===== config.mk =====
export PLATFORM = sky130hd
export DESIGN_NAME = motor_mode_timer_capture
export DESIGN_NICKNAME = d
export VERILOG_FILES = /design/src/hdl/mode_timer_pkg.sv /design/src/hdl/mode_timer_prescaler.sv /design/src/hdl/motor_mode_timer_capture.sv
export SDC_FILE = /design/constraint.sdc
export NUM_CORES = 1
export LEC_CHECK = 0
export BUFFER_PORTS_ARGS = -buffer_cell sky130_fd_sc_hd__buf_2
export CAP_MARGIN = 25
export CORE_MARGIN = 2
export CORE_UTILIZATION = 39
export CTS_BUF_LIST = sky130_fd_sc_hd__clkbuf_4
export DETAILED_ROUTE_END_ITERATION = 8
export PLACE_DENSITY = 0.73
export SLEW_MARGIN = 5
export SYNTH_ARGS = -nofsm -noshare
export SYNTH_HDL_FRONTEND = slang
export SYNTH_SLANG_ARGS = --single-unit

===== constraint.sdc =====
create_clock -name pclk -period 5.2 [get_ports pclk]
set_clock_uncertainty 0.15 [all_clocks]
set_input_delay 1.04 -clock pclk [delete_from_list [all_inputs] [get_ports pclk]]
set_output_delay 1.04 -clock pclk [all_outputs]
set_load 0.02 [all_outputs]

===== src/hdl/mode_timer_pkg.sv =====
// Constants and carrier types for the motor-unit mode timer
package mode_timer_pkg;

  // ----------------------------------------
  // Register indices and byte addresses
  // ----------------------------------------
  localparam int          ADDR_W          = 16;
  localparam logic [15:0] IDX_CTRL_A      = 16'h1FA4;
  localparam logic [15:0] IDX_CTRL_B      = 16'h1FA5;
  localparam logic [15:0] IDX_CAPTURE     = 16'h1FA6;
  localparam logic [15:0] IDX_CMP_ONE     = 16'h1FA8;
  localparam logic [15:0] IDX_CMP_TWO     = 16'h1FAA;
  localparam logic [15:0] IDX_CMP_THREE   = 16'h1FAC;
  localparam logic [15:0] IDX_COUNT       = 16'h1F00;
  localparam logic [15:0] IDX_IRQ_STATUS  = 16'h1F01;
  localparam logic [15:0] IDX_IRQ_MASK    = 16'h1F02;
  localparam logic [15:0] ADDR_CTRL_A     = 16'(IDX_CTRL_A * 4);
  localparam logic [15:0] ADDR_CTRL_B     = 16'(IDX_CTRL_B * 4);
  localparam logic [15:0] ADDR_CAPTURE    = 16'(IDX_CAPTURE * 4);
  localparam logic [15:0] ADDR_CMP_ONE    = 16'(IDX_CMP_ONE * 4);
  localparam logic [15:0] ADDR_CMP_TWO    = 16'(IDX_CMP_TWO * 4);
  localparam logic [15:0] ADDR_CMP_THREE  = 16'(IDX_CMP_THREE * 4);
  localparam logic [15:0] ADDR_COUNT      = 16'(IDX_COUNT * 4);
  localparam logic [15:0] ADDR_IRQ_STATUS = 16'(IDX_IRQ_STATUS * 4);
  localparam logic [15:0] ADDR_IRQ_MASK   = 16'(IDX_IRQ_MASK * 4);

  // ----------------------------------------
  // Field positions
  // ----------------------------------------
  localparam int A_ENABLE_BIT  = 0;
  localparam int A_PD_RST_BIT  = 1;
  localparam int A_SW_RST_BIT  = 2;
  localparam int A_PROT_RST_BIT = 3;
  localparam int A_T3_RST_BIT  = 4;
  localparam int B_PD_CAP_BIT  = 1;
  localparam int B_SW_CAP_BIT  = 2;
  localparam int B_PROT_CAP_BIT = 3;
  localparam int B_OVF_BIT     = 5;
  localparam int B_DEBUG_BIT   = 7;
  localparam int IRQ_OVF_BIT   = 0;
  localparam int IRQ_CAP_BIT   = 1;
  localparam int IRQ_W         = 2;

  // ----------------------------------------
  // Count clock selection codes and divider
  // ----------------------------------------
  localparam logic [2:0] SEL_DIV8   = 3'h0;
  localparam logic [2:0] SEL_DIV16  = 3'h2;
  localparam logic [2:0] SEL_DIV32  = 3'h4;
  localparam logic [2:0] SEL_DIV64  = 3'h6;
  localparam logic [2:0] SEL_DIV128 = 3'h1;
  localparam int         DIV_W      = 7;

  // ----------------------------------------
  // Reset values
  // ----------------------------------------
  localparam logic [7:0]  RST_CTRL    = 8'h00;
  localparam logic [15:0] RST_WORD    = 16'h0000;
  localparam logic [1:0]  RST_IRQ     = 2'h0;

  // ----------------------------------------
  // Carrier types
  // ----------------------------------------
  typedef struct packed {
    logic [2:0] clk_sel;
    logic       t3_rst_en;
    logic       prot_rst_en;
    logic       sw_rst;
    logic       pd_rst_en;
    logic       enable;
  } ctrl_a_t;

  typedef struct packed {
    logic debug_en;
    logic rsv6;
    logic ovf;
    logic rsv4;
    logic prot_cap_en;
    logic sw_cap;
    logic pd_cap_en;
    logic rsv0;
  } ctrl_b_t;

  typedef struct packed {
    logic pd_event;
    logic t3_event;
    logic prot_state;
  } motor_evt_t;

endpackage


===== src/hdl/mode_timer_prescaler.sv =====
// Count clock divider for the mode timer
`timescale 1ns/100ps
module mode_timer_prescaler
  import mode_timer_pkg::*;
#(
  parameter int W = DIV_W
) (
  input  wire logic       pclk,
  input  wire logic       presetn,
  input  wire logic       run,
  input  wire logic [2:0] clk_sel,
  output logic            tick
);

  // ----------------------------------------
  // Elaboration check
  // ----------------------------------------
  generate
    if (W < 7) begin : g_bad_w
      $error("divider too narrow for the slowest rate");
    end
  endgenerate

  logic [W-1:0] div_cnt;
  logic [W-1:0] mask;
  logic         sel_ok;

  // Terminal mask per code, reserved codes never tick
  assign mask = (clk_sel == SEL_DIV8)   ? W'(7)   :
                (clk_sel == SEL_DIV16)  ? W'(15)  :
                (clk_sel == SEL_DIV32)  ? W'(31)  :
                (clk_sel == SEL_DIV64)  ? W'(63)  :
                (clk_sel == SEL_DIV128) ? W'(127) : '0;
  assign sel_ok = (clk_sel == SEL_DIV8) || (clk_sel == SEL_DIV16) ||
                  (clk_sel == SEL_DIV32) || (clk_sel == SEL_DIV64) ||
                  (clk_sel == SEL_DIV128);
  assign tick = run && sel_ok && ((div_cnt & mask) == mask);

  // Free divider, held clear while stopped
  always_ff @(posedge pclk or negedge presetn) begin
    if (!presetn) begin
      div_cnt <= '0;
    end else if (!run) begin
      div_cnt <= '0;
    end else begin
      div_cnt <= div_cnt + W'(1);
    end
  end

endmodule


===== src/hdl/motor_mode_timer_capture.sv =====
// Mode timer with capture, compare and APB register file
//
// Chosen here: register access over APB.
`timescale 1ns/100ps

// Functional notes
// - Enable bit 0 of control A runs the timer; cleared, it stays stopped.
// - Bits 7..5 of control A pick count clock: /8,/16,/32,/64,/128.
// - Bit 5 of control B reads 1 after an overflow, else 0.
// - Writing 1 to bit 2 of control B captures the count.
// - With bit 1 of control B set, position events capture the count.
// - With bit 3 of control B set, protection entry captures the count.
// - Writing 1 to bit 2 of control A clears the count.
// - With bit 1 of control A set, position events clear the count.
// - With bit 3 of control A set, protection entry clears the count.
// - With bit 4 of control A set, timer-3 events clear the count.
// - Bit 7 of control B drives the debug signal onto its pin.
module motor_mode_timer_capture
  import mode_timer_pkg::*;
#(
  parameter int CNT_W = 16
) (
  input  wire logic              pclk,
  input  wire logic              presetn,
  input  wire logic              psel,
  input  wire logic              penable,
  input  wire logic              pwrite,
  input  wire logic [ADDR_W-1:0] paddr,
  input  wire logic [31:0]       pwdata,
  input  wire logic [3:0]        pstrb,
  output logic [31:0]            prdata,
  output logic                   pready,
  output logic                   pslverr,
  input  wire motor_evt_t        events,
  input  wire logic              debug_signal,
  output logic                   debug_pin,
  output logic [CNT_W-1:0]       count,
  output logic [15:0]            compare_one,
  output logic [15:0]            compare_two,
  output logic [15:0]            compare_three,
  output logic                   irq
);

  // ----------------------------------------
  // Elaboration check
  // ----------------------------------------
  generate
    if (CNT_W < 2 || CNT_W > 16) begin : g_bad_cnt
      $error("count width must be 2 to 16");
    end
    if (IRQ_W != 2) begin : g_bad_irq
      $error("status layout holds exactly two event bits");
    end
  endgenerate

  // ----------------------------------------
  // Declarations
  // ----------------------------------------
  ctrl_a_t          ctrl_a;
  ctrl_b_t          ctrl_b;
  ctrl_b_t          ctrl_b_view;
  logic [15:0]      capture;
  logic [IRQ_W-1:0] irq_status;
  logic [IRQ_W-1:0] irq_mask;
  logic             ovf_flag;
  logic             prot_q;
  logic [31:0]      next_prdata;
  logic [CNT_W-1:0] next_count;
  logic [15:0]      count_word;

  logic             setup_ph;
  logic             wr_acc;
  logic             rd_acc;
  logic             lo_wr;
  logic             hi_wr;
  logic             hit_a;
  logic             hit_b;
  logic             hit_cap;
  logic             hit_c1;
  logic             hit_c2;
  logic             hit_c3;
  logic             hit_cnt;
  logic             hit_ist;
  logic             hit_imsk;
  logic             mapped;

  logic             tick;
  logic             prot_entry;
  logic             sw_rst_req;
  logic             sw_cap_req;
  logic             pd_rst;
  logic             prot_rst;
  logic             t3_rst;
  logic             pd_cap;
  logic             prot_cap;
  logic             rst_req;
  logic             cap_req;
  logic             at_max;
  logic             ovf_evt;
  logic             ovf_clr;
  logic [IRQ_W-1:0] irq_set;
  logic [IRQ_W-1:0] irq_clr;

  // ----------------------------------------
  // Bus phase and address decode
  // ----------------------------------------

  // Phases of an APB transfer
  assign setup_ph = psel && !penable;
  assign wr_acc   = psel && penable && pwrite;
  assign rd_acc   = psel && penable && !pwrite;
  assign lo_wr    = wr_acc && pstrb[0];
  assign hi_wr    = wr_acc && pstrb[1];

  // Register hits
  assign hit_a    = (paddr == ADDR_CTRL_A);
  assign hit_b    = (paddr == ADDR_CTRL_B);
  assign hit_cap  = (paddr == ADDR_CAPTURE);
  assign hit_c1   = (paddr == ADDR_CMP_ONE);
  assign hit_c2   = (paddr == ADDR_CMP_TWO);
  assign hit_c3   = (paddr == ADDR_CMP_THREE);
  assign hit_cnt  = (paddr == ADDR_COUNT);
  assign hit_ist  = (paddr == ADDR_IRQ_STATUS);
  assign hit_imsk = (paddr == ADDR_IRQ_MASK);
  assign mapped   = hit_a || hit_b || hit_cap || hit_c1 || hit_c2 ||
                    hit_c3 || hit_cnt || hit_ist || hit_imsk;

  // No wait states; unmapped addresses answer with an error
  assign pready  = 1'b1;
  assign pslverr = psel && penable && !mapped;

  // ----------------------------------------
  // Read data
  // ----------------------------------------

  // Control B view: write-only strobe reads 0, flag shows overflow
  assign ctrl_b_view = '{debug_en:    ctrl_b.debug_en,
                         rsv6:        1'b0,
                         ovf:         ovf_flag,
                         rsv4:        1'b0,
                         prot_cap_en: ctrl_b.prot_cap_en,
                         sw_cap:      1'b0,
                         pd_cap_en:   ctrl_b.pd_cap_en,
                         rsv0:        1'b0};
  assign count_word  = 16'(count);

  // Read mux, sampled in the setup phase
  assign next_prdata = hit_a    ? {24'h000000, ctrl_a & 8'hFB} :
                       hit_b    ? {24'h000000, ctrl_b_view} :
                       hit_cap  ? {16'h0000, capture} :
                       hit_c1   ? {16'h0000, compare_one} :
                       hit_c2   ? {16'h0000, compare_two} :
                       hit_c3   ? {16'h0000, compare_three} :
                       hit_cnt  ? {16'h0000, count_word} :
                       hit_ist  ? {30'h00000000, irq_status} :
                       hit_imsk ? {30'h00000000, irq_mask} :
                       32'h00000000;

  // Read data register, loaded in the setup cycle
  // so it stands unchanged through the access phase
  always_ff @(posedge pclk or negedge presetn) begin
    if (!presetn) begin
      prdata <= 32'h00000000;
    end else if (setup_ph && !pwrite) begin
      prdata <= next_prdata;
    end
  end

  // ----------------------------------------
  // Control registers
  // ----------------------------------------

  // Control A, strobe bit never stored
  // so a read never shows a clear that already happened
  always_ff @(posedge pclk or negedge presetn) begin
    if (!presetn) begin
      ctrl_a <= ctrl_a_t'(RST_CTRL);
    end else if (lo_wr && hit_a) begin
      ctrl_a        <= ctrl_a_t'(pwdata[7:0]);
      ctrl_a.sw_rst <= 1'b0;
    end
  end

  // Control B, strobe, flag and spare bits never stored
  always_ff @(posedge pclk or negedge presetn) begin
    if (!presetn) begin
      ctrl_b <= ctrl_b_t'(RST_CTRL);
    end else if (lo_wr && hit_b) begin
      ctrl_b.debug_en    <= pwdata[B_DEBUG_BIT];
      ctrl_b.prot_cap_en <= pwdata[B_PROT_CAP_BIT];
      ctrl_b.pd_cap_en   <= pwdata[B_PD_CAP_BIT];
    end
  end

  // Compare registers, byte lanes honoured
  always_ff @(posedge pclk or negedge presetn) begin
    if (!presetn) begin
      compare_one   <= RST_WORD;
      compare_two   <= RST_WORD;
      compare_three <= RST_WORD;
    end else begin
      if (lo_wr && hit_c1) compare_one[7:0]    <= pwdata[7:0];
      if (hi_wr && hit_c1) compare_one[15:8]   <= pwdata[15:8];
      if (lo_wr && hit_c2) compare_two[7:0]    <= pwdata[7:0];
      if (hi_wr && hit_c2) compare_two[15:8]   <= pwdata[15:8];
      if (lo_wr && hit_c3) compare_three[7:0]  <= pwdata[7:0];
      if (hi_wr && hit_c3) compare_three[15:8] <= pwdata[15:8];
    end
  end

  // Interrupt mask
  always_ff @(posedge pclk or negedge presetn) begin
    if (!presetn) begin
      irq_mask <= RST_IRQ;
    end else if (lo_wr && hit_imsk) begin
      irq_mask <= pwdata[IRQ_W-1:0];
    end
  end

  // ----------------------------------------
  // Count clock
  // ----------------------------------------

  // Divider runs only while the timer is enabled
  // A rate change keeps the divider phase, so the first new tick may come early
  mode_timer_prescaler #(
    .W       (DIV_W)
  ) u_prescaler (
    .pclk    (pclk),
    .presetn (presetn),
    .run     (ctrl_a.enable),
    .clk_sel (ctrl_a.clk_sel),
    .tick    (tick)
  );

  // ----------------------------------------
  // Clear and capture sources
  // ----------------------------------------

  // Protection entry is the rising edge of its state
  // A level that stays high gives one entry only
  always_ff @(posedge pclk or negedge presetn) begin
    if (!presetn) begin
      prot_q <= 1'b0;
    end else begin
      prot_q <= events.prot_state;
    end
  end
  assign prot_entry = events.prot_state && !prot_q;

  // Software strobes from writes of one
  assign sw_rst_req = lo_wr && hit_a && pwdata[A_SW_RST_BIT];
  assign sw_cap_req = lo_wr && hit_b && pwdata[B_SW_CAP_BIT];

  // Hardware sources gated by their enables
  assign pd_rst   = ctrl_a.pd_rst_en && events.pd_event;
  assign prot_rst = ctrl_a.prot_rst_en && prot_entry;
  assign t3_rst   = ctrl_a.t3_rst_en && events.t3_event;
  assign pd_cap   = ctrl_b.pd_cap_en && events.pd_event;
  assign prot_cap = ctrl_b.prot_cap_en && prot_entry;

  // Any enabled source clears or captures; sources may coincide
  assign rst_req = sw_rst_req || pd_rst || prot_rst || t3_rst;
  assign cap_req = sw_cap_req || pd_cap || prot_cap;

  // ----------------------------------------
  // Mode timer
  // ----------------------------------------

  // Next count: clear wins, else step on tick
  // A clear on the wrap edge suppresses the overflow event
  assign at_max     = (count == {CNT_W{1'b1}});
  assign ovf_evt    = tick && at_max && !rst_req;
  assign next_count = rst_req ? '0 :
                      tick    ? count + CNT_W'(1) :
                      count;

  // Count register
  always_ff @(posedge pclk or negedge presetn) begin
    if (!presetn) begin
      count <= '0;
    end else begin
      count <= next_count;
    end
  end

  // Capture takes the count before any same-cycle clear
  // because it samples the register, not next_count
  always_ff @(posedge pclk or negedge presetn) begin
    if (!presetn) begin
      capture <= RST_WORD;
    end else if (cap_req) begin
      capture <= count_word;
    end
  end

  // ----------------------------------------
  // Overflow flag and interrupts
  // ----------------------------------------

  // Flag clears on a read of control B that showed it
  // An overflow landing in the same cycle wins over the clear
  assign ovf_clr = rd_acc && hit_b && prdata[B_OVF_BIT];

  always_ff @(posedge pclk or negedge presetn) begin
    if (!presetn) begin
      ovf_flag <= 1'b0;
    end else if (ovf_evt) begin
      ovf_flag <= 1'b1;
    end else if (ovf_clr) begin
      ovf_flag <= 1'b0;
    end
  end

  // Sticky events; a read clears only bits it returned
  assign irq_set = {cap_req, ovf_evt};
  assign irq_clr = (rd_acc && hit_ist) ? prdata[IRQ_W-1:0] : '0;

  always_ff @(posedge pclk or negedge presetn) begin
    if (!presetn) begin
      irq_status <= RST_IRQ;
    end else begin
      irq_status <= (irq_status & ~irq_clr) | irq_set;
    end
  end

  // Level interrupt
  // Combinational, so it drops right after the clearing read
  assign irq = |(irq_status & irq_mask);

  // ----------------------------------------
  // Debug output
  // ----------------------------------------

  // Registered pin drive, low while disabled
  // One cycle behind the debug signal, glitch free at the pin
  always_ff @(posedge pclk or negedge presetn) begin
    if (!presetn) begin
      debug_pin <= 1'b0;
    end else begin
      debug_pin <= ctrl_b.debug_en && debug_signal;
    end
  end

endmodule


After elaboration in Yosys (flattened, before gate mapping)
Index checks and enable logic that the tools add are counted.

storage, ports and cells
  bits in registers = 136
  memory bits (writable) = 0
  word-level logic and storage cells = 124
  memories kept = 0
  output and inout port bits = 100
  bits in latches = 0
  memory bits (read-only) = 0
  bits of input ports = 61

operators by class
  multiplexer cells = 20
  reduce and logical (&&, ||, !) cells = 59
  equality and inequality tests = 15
  shifts and indexed selects = 0
  div/mod/pow operators = 0
  order comparisons = 0
  multiply operators = 0
  add/sub/neg operators = 2
  bitwise operators = 5

operator list
  operator                                                number
  equality test 16 x 15 -> 1 bit (second input constant)  9
  two-way mux 16 bit                                      9
  two-way mux 7 bit                                       6
  logical AND 1 bit                                       33
  logical OR 1 bit                                        17
  adder 16 x 1 -> 16 bit (second input constant)          1
  equality test 16 bit (second input constant)            1
  adder 7 x 1 -> 7 bit (second input constant)            1
  bitwise AND 7 bit                                       1
  equality test 7 bit                                     1
  equality test 3 bit (second input constant)             2
  two-way mux 2 bit                                       3
  zero test 1 bit                                         5
  bitwise AND 2 bit                                       2
  nonzero test 2 bit                                      2
  equality test 3 x 1 -> 1 bit (second input constant)    1
  equality test 3 x 2 -> 1 bit (second input constant)    1
  zero test 3 bit                                         1
  two-way mux 1 bit                                       2
  inverter 2 bit                                          1
  bitwise OR 2 bit                                        1
  OR reduction 2 bit                                      1

Longest topological paths before layout
Gate-level depths: netlist (run 1).

  depth after elaboration = 12
  mapped depth = 8
  depth with buffers taken out = 6

Modules after synthesis
Synthesis (run 1) repeated with hierarchy kept, for this count alone.

second synthesis, totals
  cells, all modules = 521
  area, all modules = 5889.4 um^2

modules (own cells, without submodules)
  module                    instances  area an instance (um^2)  cells each  sequential area each (um^2)
  motor_mode_timer_capture  1          5535.3                   487         2827.7
  mode_timer_prescaler      1          354.1                    34          175.2

Least setup slack after synthesis (run 1)
OpenSTA, ideal clock, no wires.

  path kind = input to output
  from = in paddr[2]
  to = out pslverr
  arrival = 2435 ps
  stages = 6
  buffers on the path = 2
  required time = 4010 ps
  setup slack = 1575 ps
  path through = buf_2 > or4_4 > nor4_2 > and2_2 > buf_6 > nor4_1

on the way
  cells in the longest elaborated chain, start to end = 11
  elaborated cells on any way between the ends = 19
  those cells by class = eq/ne: 9; reduce/logical: 10

ends and longest elaborated chain
  what                                               RTL line                                                          text
  start, declared                                    motor_mode_timer_capture.sv:28                                    input wire logic [ADDR_W-1:0] paddr,
  equality test 16 x 15 -> 1 bit (on tied branches)  motor_mode_timer_capture.sv:116, motor_mode_timer_capture.sv:117
  logical OR 1 bit (5 in a row)                      motor_mode_timer_capture.sv:125                                   assign mapped = hit_a || hit_b || hit_cap || hit_c1 || hit_c2 ||
  logical OR 1 bit (2 in a row)                      motor_mode_timer_capture.sv:126                                   hit_c3 || hit_cnt || hit_ist || hit_imsk;
  logical OR 1 bit *                                 motor_mode_timer_capture.sv:126
  zero test 1 bit *                                  motor_mode_timer_capture.sv:130                                   assign pslverr = psel && penable && !mapped;
  logical AND 1 bit *                                motor_mode_timer_capture.sv:130
  end, declared                                      motor_mode_timer_capture.sv:33                                    output logic pslverr,

Every way passes the cells marked *; elsewhere a longest branch is shown, timed or not.

Worst setup path after layout (run 1)
  from = in paddr[1]
  to = out pslverr

Same word-level chain as after synthesis.

==> run_results.csv, run 1 <==
group,metric,value,unit
outcome,outcome,"completed",
clocking,cts.htree.levels,4,
floorplanning,start_util,39.9,%
timing,slew_violations,0,
clocking,cts_sinks,120,
placed_design,port_buffers,125,
yosys,synth-seq-cells,120,
yosys,yosys.area.top_type,"dfrtp_1",
power_and_ir_drop,power.density,252,nW/um2
floorplanning,die_w,129,um
final_layout,synthToLayoutAreaGrowth,17.7,%
power_and_ir_drop,leakage,0.00360,uW
setup_path,crit_chain,"buf_2, or4_4, nor4_2, and2_2, nor4_1, buf_2",
timing,setup-violations-final,0,
yosys,yosys_most_used_dff,"dfrtp_1",
route,drtIter0Drc,484,
setup_path,crit_required,4.01,ns
setup_path,cpPeakStageDelay,0.55,ns
final_layout,final_common_cell,"buf_2",
floorplanning,num_io_pins,161,
floorplanning,die_height,129,um
yosys,synthDistinctLibCells,65,
route,ant_nets,0,
clocking,cts_tree,"yes",
timing,worst_pin_slew,0.777,ns
clocking,cts_buffers,17,
yosys,yosys_warnings,0,
route,drc,0,
setup_path,crit_arrival,2.80,ns
clocking,cts_hold_buf,0,
route,vias,5033,
floorplanning,row_count,45,
route,via_per_inst,5.73,
yosys,avgSynthCellArea,11.1,um2
timing,max_slew_margin,47.9,%
final_layout,instances_no_fill,879,
clocking,clk-insertion-delay-late,0.52,ns
timing,setup_tns,0,ns
placed_design,pre_cts_slack,1.25,ns
floorplanning,core_area,15200,um2
yosys,ys_seq_area_share,49.5,%
final_layout,drive_above_1_share,37.2,%
clocking,post-cts-setup-buffer-count,0,
clocking,cts_buffer_depth,2,
final_layout,layout_common_cells,"124 x buf_2, 120 x dfrtp_1, 73 x mux2_2, 55 x nand2_1, 31 x o21ai_0",
yosys,async_flop_share,100,%
timing,fmax,251,MHz
placed_design,dp_hpwl,12.5,mm
global_routing,gr-total-overflow,0,
global_routing,grt_start_max_net_pins,57,
route,wl,17.0,mm
route,firstDrtPassIters,7,
yosys,synth_edf_count,0,
power_and_ir_drop,ir_worst_vdd,0.000161,V
worst_hold_path,min_path_type,"register to register",
timing,rsz0062_at_grt,"no",
yosys,yosys-top-cells-area,"dfrtp_1 50%, mux2_2 14%, nand2_1 3.4%, o21ai_0 2.6%, buf_4 2.5%",
flow_run,max-cap-violations,0,
yosys,syn_area,6060,um2
setup_path,end_kind,"output pin",
global_routing,grt_pass1_wl,26.3,mm
setup_path,cp_max_fo,13,
clocking,cts-root-buf,"clkbuf_4",
route,wl_per_cell,19.4,um
floorplanning,design.die.area,16600,um2
placed_design,dpl.cell_count,845,
timing,fin_ws,1.21,ns
placed_design,place_congestion,0.890,
clocking,clk_pin_slew,0.10,ns
yosys,synth_top_area_share,49.5,%
global_routing,grtUsageTotal,20.8,%
setup_path,crit_type,"input pin to output pin",
global_routing,first_global_vias,4725,
yosys,netlist_instances,548,
clocking,cts_resized,0,
timing,hold_viol_final,0,
setup_path,cp-start-kind,"input pin",
timing,post-route-period-util,76.6,%
timing,fin_crit,3.99,ns
final_layout,final_nets,740,
global_routing,antenna_found_initial,1,
setup_path,critical_path.most_common_cell,"buf_2",
setup_path,cp_slowest_cell,"or4_4",
==> cell usage after synthesis, types with 4 or more instances <==
cell and n:
dfrtp_1 120, mux2_2 73, nand2_1 55, o21ai_0 31, nor2_1 29, buf_4 20, xnor2_1 15, a21oi_1 14
nor3_1 14, a21o_1 10, clkbuf_1 10, nand3_1 10, or3_1 10, a222oi_1 9, nand4_1 9, and2_1 8
a22o_1 6, nor2b_1 6, a221oi_1 5, and3_1 5, buf_2 5, inv_1 5, nand2b_1 5, nor4_1 4
or2_2 4
==> through the flow <==
step | hold slack [ns] | total power (uW) | instance area (um2) | util (%)
final | 0.312 | 1800 | 7130 | 46.9
after detailed placement | 0.305 | 1070 | 6800 | 44.8
after global placement | 0.303 | 1070 | 6790 | 44.6
after floorplan | 0.281 | 1020 | 6120 | -
after CTS | 0.322 | 1810 | 7120 | 46.8
after global routing | 0.352 | 1860 | 7130 | 46.9
==> critical path: cells and delay by family <==
| kind | cells | cell delay [ns] |
|---|---|---|
| simple gates | 4 | 1.42 |
| buf+inv | 2 | 0.33 |
==> cell type report <==
type	count	area, um2
inverter	6	22.5
tap	188	235
clock buffer	22	165
timing repair buffer	131	677
multi-input combinational	401	2870
clock inverter	10	151
fill	1416	8070
antenna	1	2.50
sequential	120	3000
==> metal layers <==
metal	track usage (%)	routed length, um	up-vias
li1	-	-	2267
met1	28.2	7430	2501
met2	33.8	8100	234
met3	4.82	1240	31
met4	5.75	274	0
met5	0	0	-
==> power by group <==
| part | leakage [uW] | internal, uW | switching, uW |
|---|---|---|---|
| combinational | 0.00185 | 29.7 | 79.4 |
| sequential | 0.00158 | 939 | 7.41 |
| clock | 0.000175 | 404 | 337 |
| total | 0.00360 | 1370 | 424 |
==> flip-flops by register name (all words and copies together), names as in the netlist, 7 cells and up <==
| signal | flops |
|---|---|
| capture | 16 |
| compare_one | 16 |
| compare_three | 16 |
| compare_two | 16 |
| count | 16 |
| prdata | 16 |
| ctrl_a | 7 |
| u_prescaler.div_cnt | 7 |
==> cells by family after synthesis <==
logic type,count (synthesis),share of synthesized area [%]
mux,73,13.6
compound gates,102,11.8
buf+inv,42,4.07
other cells,2,0.124
simple gates,191,18.2
flops,120,49.5
fa+ha+maj,2,0.413
xor+xnor,16,2.31
==> path summary, 6_finish.rpt <==
path,depth (start not counted),endpoint,start,slack (ns)
min in group asynchronous,1,compare_three[15]$_DFFE_PN0P_,presetn,0.42
max in group asynchronous,2,ovf_flag$_DFFE_PN0P_,presetn,3.50
worst min-delay path,1,u_prescaler.div_cnt[0]$_DFF_PN0_,u_prescaler.div_cnt[0]$_DFF_PN0_,0.31
worst min register to register,1,u_prescaler.div_cnt[0]$_DFF_PN0_,u_prescaler.div_cnt[0]$_DFF_PN0_,0.31
worst max register to register,6,count[15]$_DFFE_PN0P_,u_prescaler.div_cnt[2]$_DFF_PN0_,2.74
worst max-delay path,6,pslverr,paddr[1],1.21
Note: power is estimated with default switching activity, not from simulation.
==> run 2, diff against run 1 <==
clock period = 4 ns   (was 5.2 ns; I/O delays follow)
==> run 2 against run 1 <==
  * Global-route usage is 0.58 points higher
  * Cell count up 0.46%
  * Routed wire length rose by 1.2%
  * Worst setup slack lost 0.54 ns
  * Flip-flop and latch count unchanged
  * Cell area increased by 1.3%
  * Utilization grew 0.59 points
  * Sequential share of layout area fell by 0.53 points
  * Via count down 0.26%
  * Critical path type unchanged
==> run_results.csv, run 2 (same netlist as run 1, synthesis figures left out) <==
group,metric,value,unit
final_layout,final_nets,744,
floorplanning,core_area,15200,um2
setup_path,crit_type,"input pin to output pin",
power_and_ir_drop,p_int,1880,uW
timing,max_slew_margin,44.6,%
route,drt-met1-wl,7.23,mm
route,drtIter0Drc,501,
clocking,cts.htree.levels,4,
placed_design,pre_cts_slack,0.750,ns
clocking,cts_tree,"yes",
placed_design,place_congestion,0.873,
setup_path,crit_chain,"buf_2, nand4b_1, nor2_1, and3_1, nor4_1, buf_2",
clocking,post-cts-setup-buffer-count,0,
clocking,clk_pin_slew,0.12,ns
floorplanning,num_io_pins,161,
floorplanning,start_util,39.9,%
final_layout,layout_common_cells,"124 x buf_2, 120 x dfrtp_1, 73 x mux2_2, 55 x nand2_1, 31 x o21ai_0",
route,firstDrtPassIters,8,
floorplanning,row_count,45,
route,vias,5020,
floorplanning,die_w,129,um
setup_path,cp-start-kind,"input pin",
timing,slew_violations,0,
clocking,cts_buffer_depth,2,
timing,fin_ws,0.676,ns
timing,setup_tns,0,ns
worst_hold_path,min_path_type,"input pin to asynchronous set/reset pin",
power_and_ir_drop,ir_worst_vdd,0.000163,V
placed_design,dp_hpwl,12.6,mm
route,drc,0,
power_and_ir_drop,leakage,0.00363,uW
clocking,cts-root-buf,"clkbuf_4",
global_routing,grtUsageTotal,21.4,%
route,wl_met2,8.16,mm
route,top_layer_used,"met4",
route,wl_per_cell,19.5,um
timing,hold_viol_final,0,
global_routing,grt_pass1_wl,27.1,mm
route,wl,17.3,mm
global_routing,antenna_found_initial,1,
clocking,cts_buffers,17,
timing,setup-violations-final,0,
power_and_ir_drop,p_comb_share,5.9,%
placed_design,port_buffers,125,
power_and_ir_drop,power.density,341,nW/um2
timing,post-route-period-util,83.1,%
timing,worst_pin_slew,0.827,ns
setup_path,end_kind,"output pin",
final_layout,synthToLayoutAreaGrowth,19.1,%
final_layout,final_common_cell,"buf_2",
route,wl_met3,1.43,mm
clocking,cts_resized,0,
global_routing,gr-total-overflow,0,
setup_path,cpPeakStageDelay,0.42,ns
timing,fin_crit,3.32,ns
global_routing,first_global_vias,4934,
setup_path,crit_required,3.05,ns
route,ant_nets,0,
clocking,clk-insertion-delay-late,0.53,ns
flow_run,max-cap-violations,0,
floorplanning,die_height,129,um
floorplanning,design.die.area,16600,um2
clocking,cts_hold_buf,0,
outcome,outcome,"completed",
timing,fmax,301,MHz
setup_path,crit_arrival,2.37,ns
clocking,cts_sinks,120,
global_routing,grt_start_max_net_pins,62,
setup_path,cp_max_fo,6,
timing,rsz0062_at_grt,"no",
final_layout,drive_above_1_share,37.5,%
setup_path,cp_slowest_cell,"nor4_1",
power_and_ir_drop,power.total,2460,uW
power_and_ir_drop,switching_power,580,uW
power_and_ir_drop,pwr-share-seq,50.0,%
power_and_ir_drop,p_clk_share,44.2,%
route,via_per_inst,5.69,
setup_path,critical_path.most_common_cell,"buf_2",
power_and_ir_drop,switching_share,23.5,%
final_layout,post-route-util,47.5,%
==> run 2: cell types whose count changed in the layout (fill, tap and decap cells not counted), sizes merged <==
| cell | delta |
|---|---|
| buf | +4 |
| clkbuf | -4 |
| bufinv | +2 |
| clkinvlp | +2 |
==> run 2: final timing paths <==
check                                                  from                          endpoint  slack (ns)  cells past startpoint
setup reg to reg           u_prescaler.div_cnt[2]$_DFF_PN0_             count[15]$_DFFE_PN0P_        1.58                      6
setup / recovery                                   paddr[5]                           pslverr        0.68                      6
hold reg to reg            u_prescaler.div_cnt[0]$_DFF_PN0_  u_prescaler.div_cnt[0]$_DFF_PN0_        0.32                      1
min in group pclk                                 events[0]                  prot_q$_DFF_PN0_        0.24                      1
max in group asynchronous                           presetn       compare_two[10]$_DFFE_PN0P_        2.72                      2
hold / removal                                      presetn       compare_two[13]$_DFFE_PN0P_        0.17                      1
==> run 2: final cells by class <==
| class | count | area, um2 |
|---|---|---|
| fillers | 1429 | 7980 |
| flip-flops and latches | 120 | 3000 |
| multi-input cells | 401 | 2870 |
| repair buffers | 135 | 719 |
| well taps | 188 | 235 |
| clock inverters | 14 | 229 |
| clock buffers | 18 | 135 |
| inverters | 6 | 22.5 |
| diodes | 1 | 2.50 |
==> run 2: worst max-delay path, delay by kind of cell <==
family                 cells  cell delay (ns)
AND/OR/NAND/NOR            4             1.20
buffers and inverters      2             0.36
==> run 2: power groups by stage <==
stage          Sequential, uW  Clock (uW)  Combinational [uW]
6_report                 1230        1090                 144
5_1_grt                  1230        1160                 160
4_1_cts                  1230        1100                 145
3_5_place_dp             1250           0                 145
3_3_place_gp             1250           0                 143
2_1_floorplan            1260           0                64.6
==> run 2: metal layers <==
metal	vias up	track usage [%]
met5	-	0
met4	0	8.95
met3	40	5.41
met2	234	33.6
met1	2478	28.4
li1	2268	-
==> run 2: per-stage QoR <==
stage,instance area (um2),hold slack (ns),instances
floorplan,6120,0.281,563
global placement,6840,0.302,849
detailed placement,6850,0.310,850
CTS,7220,0.176,882
global route,7220,0.186,883
finish,7220,0.166,883
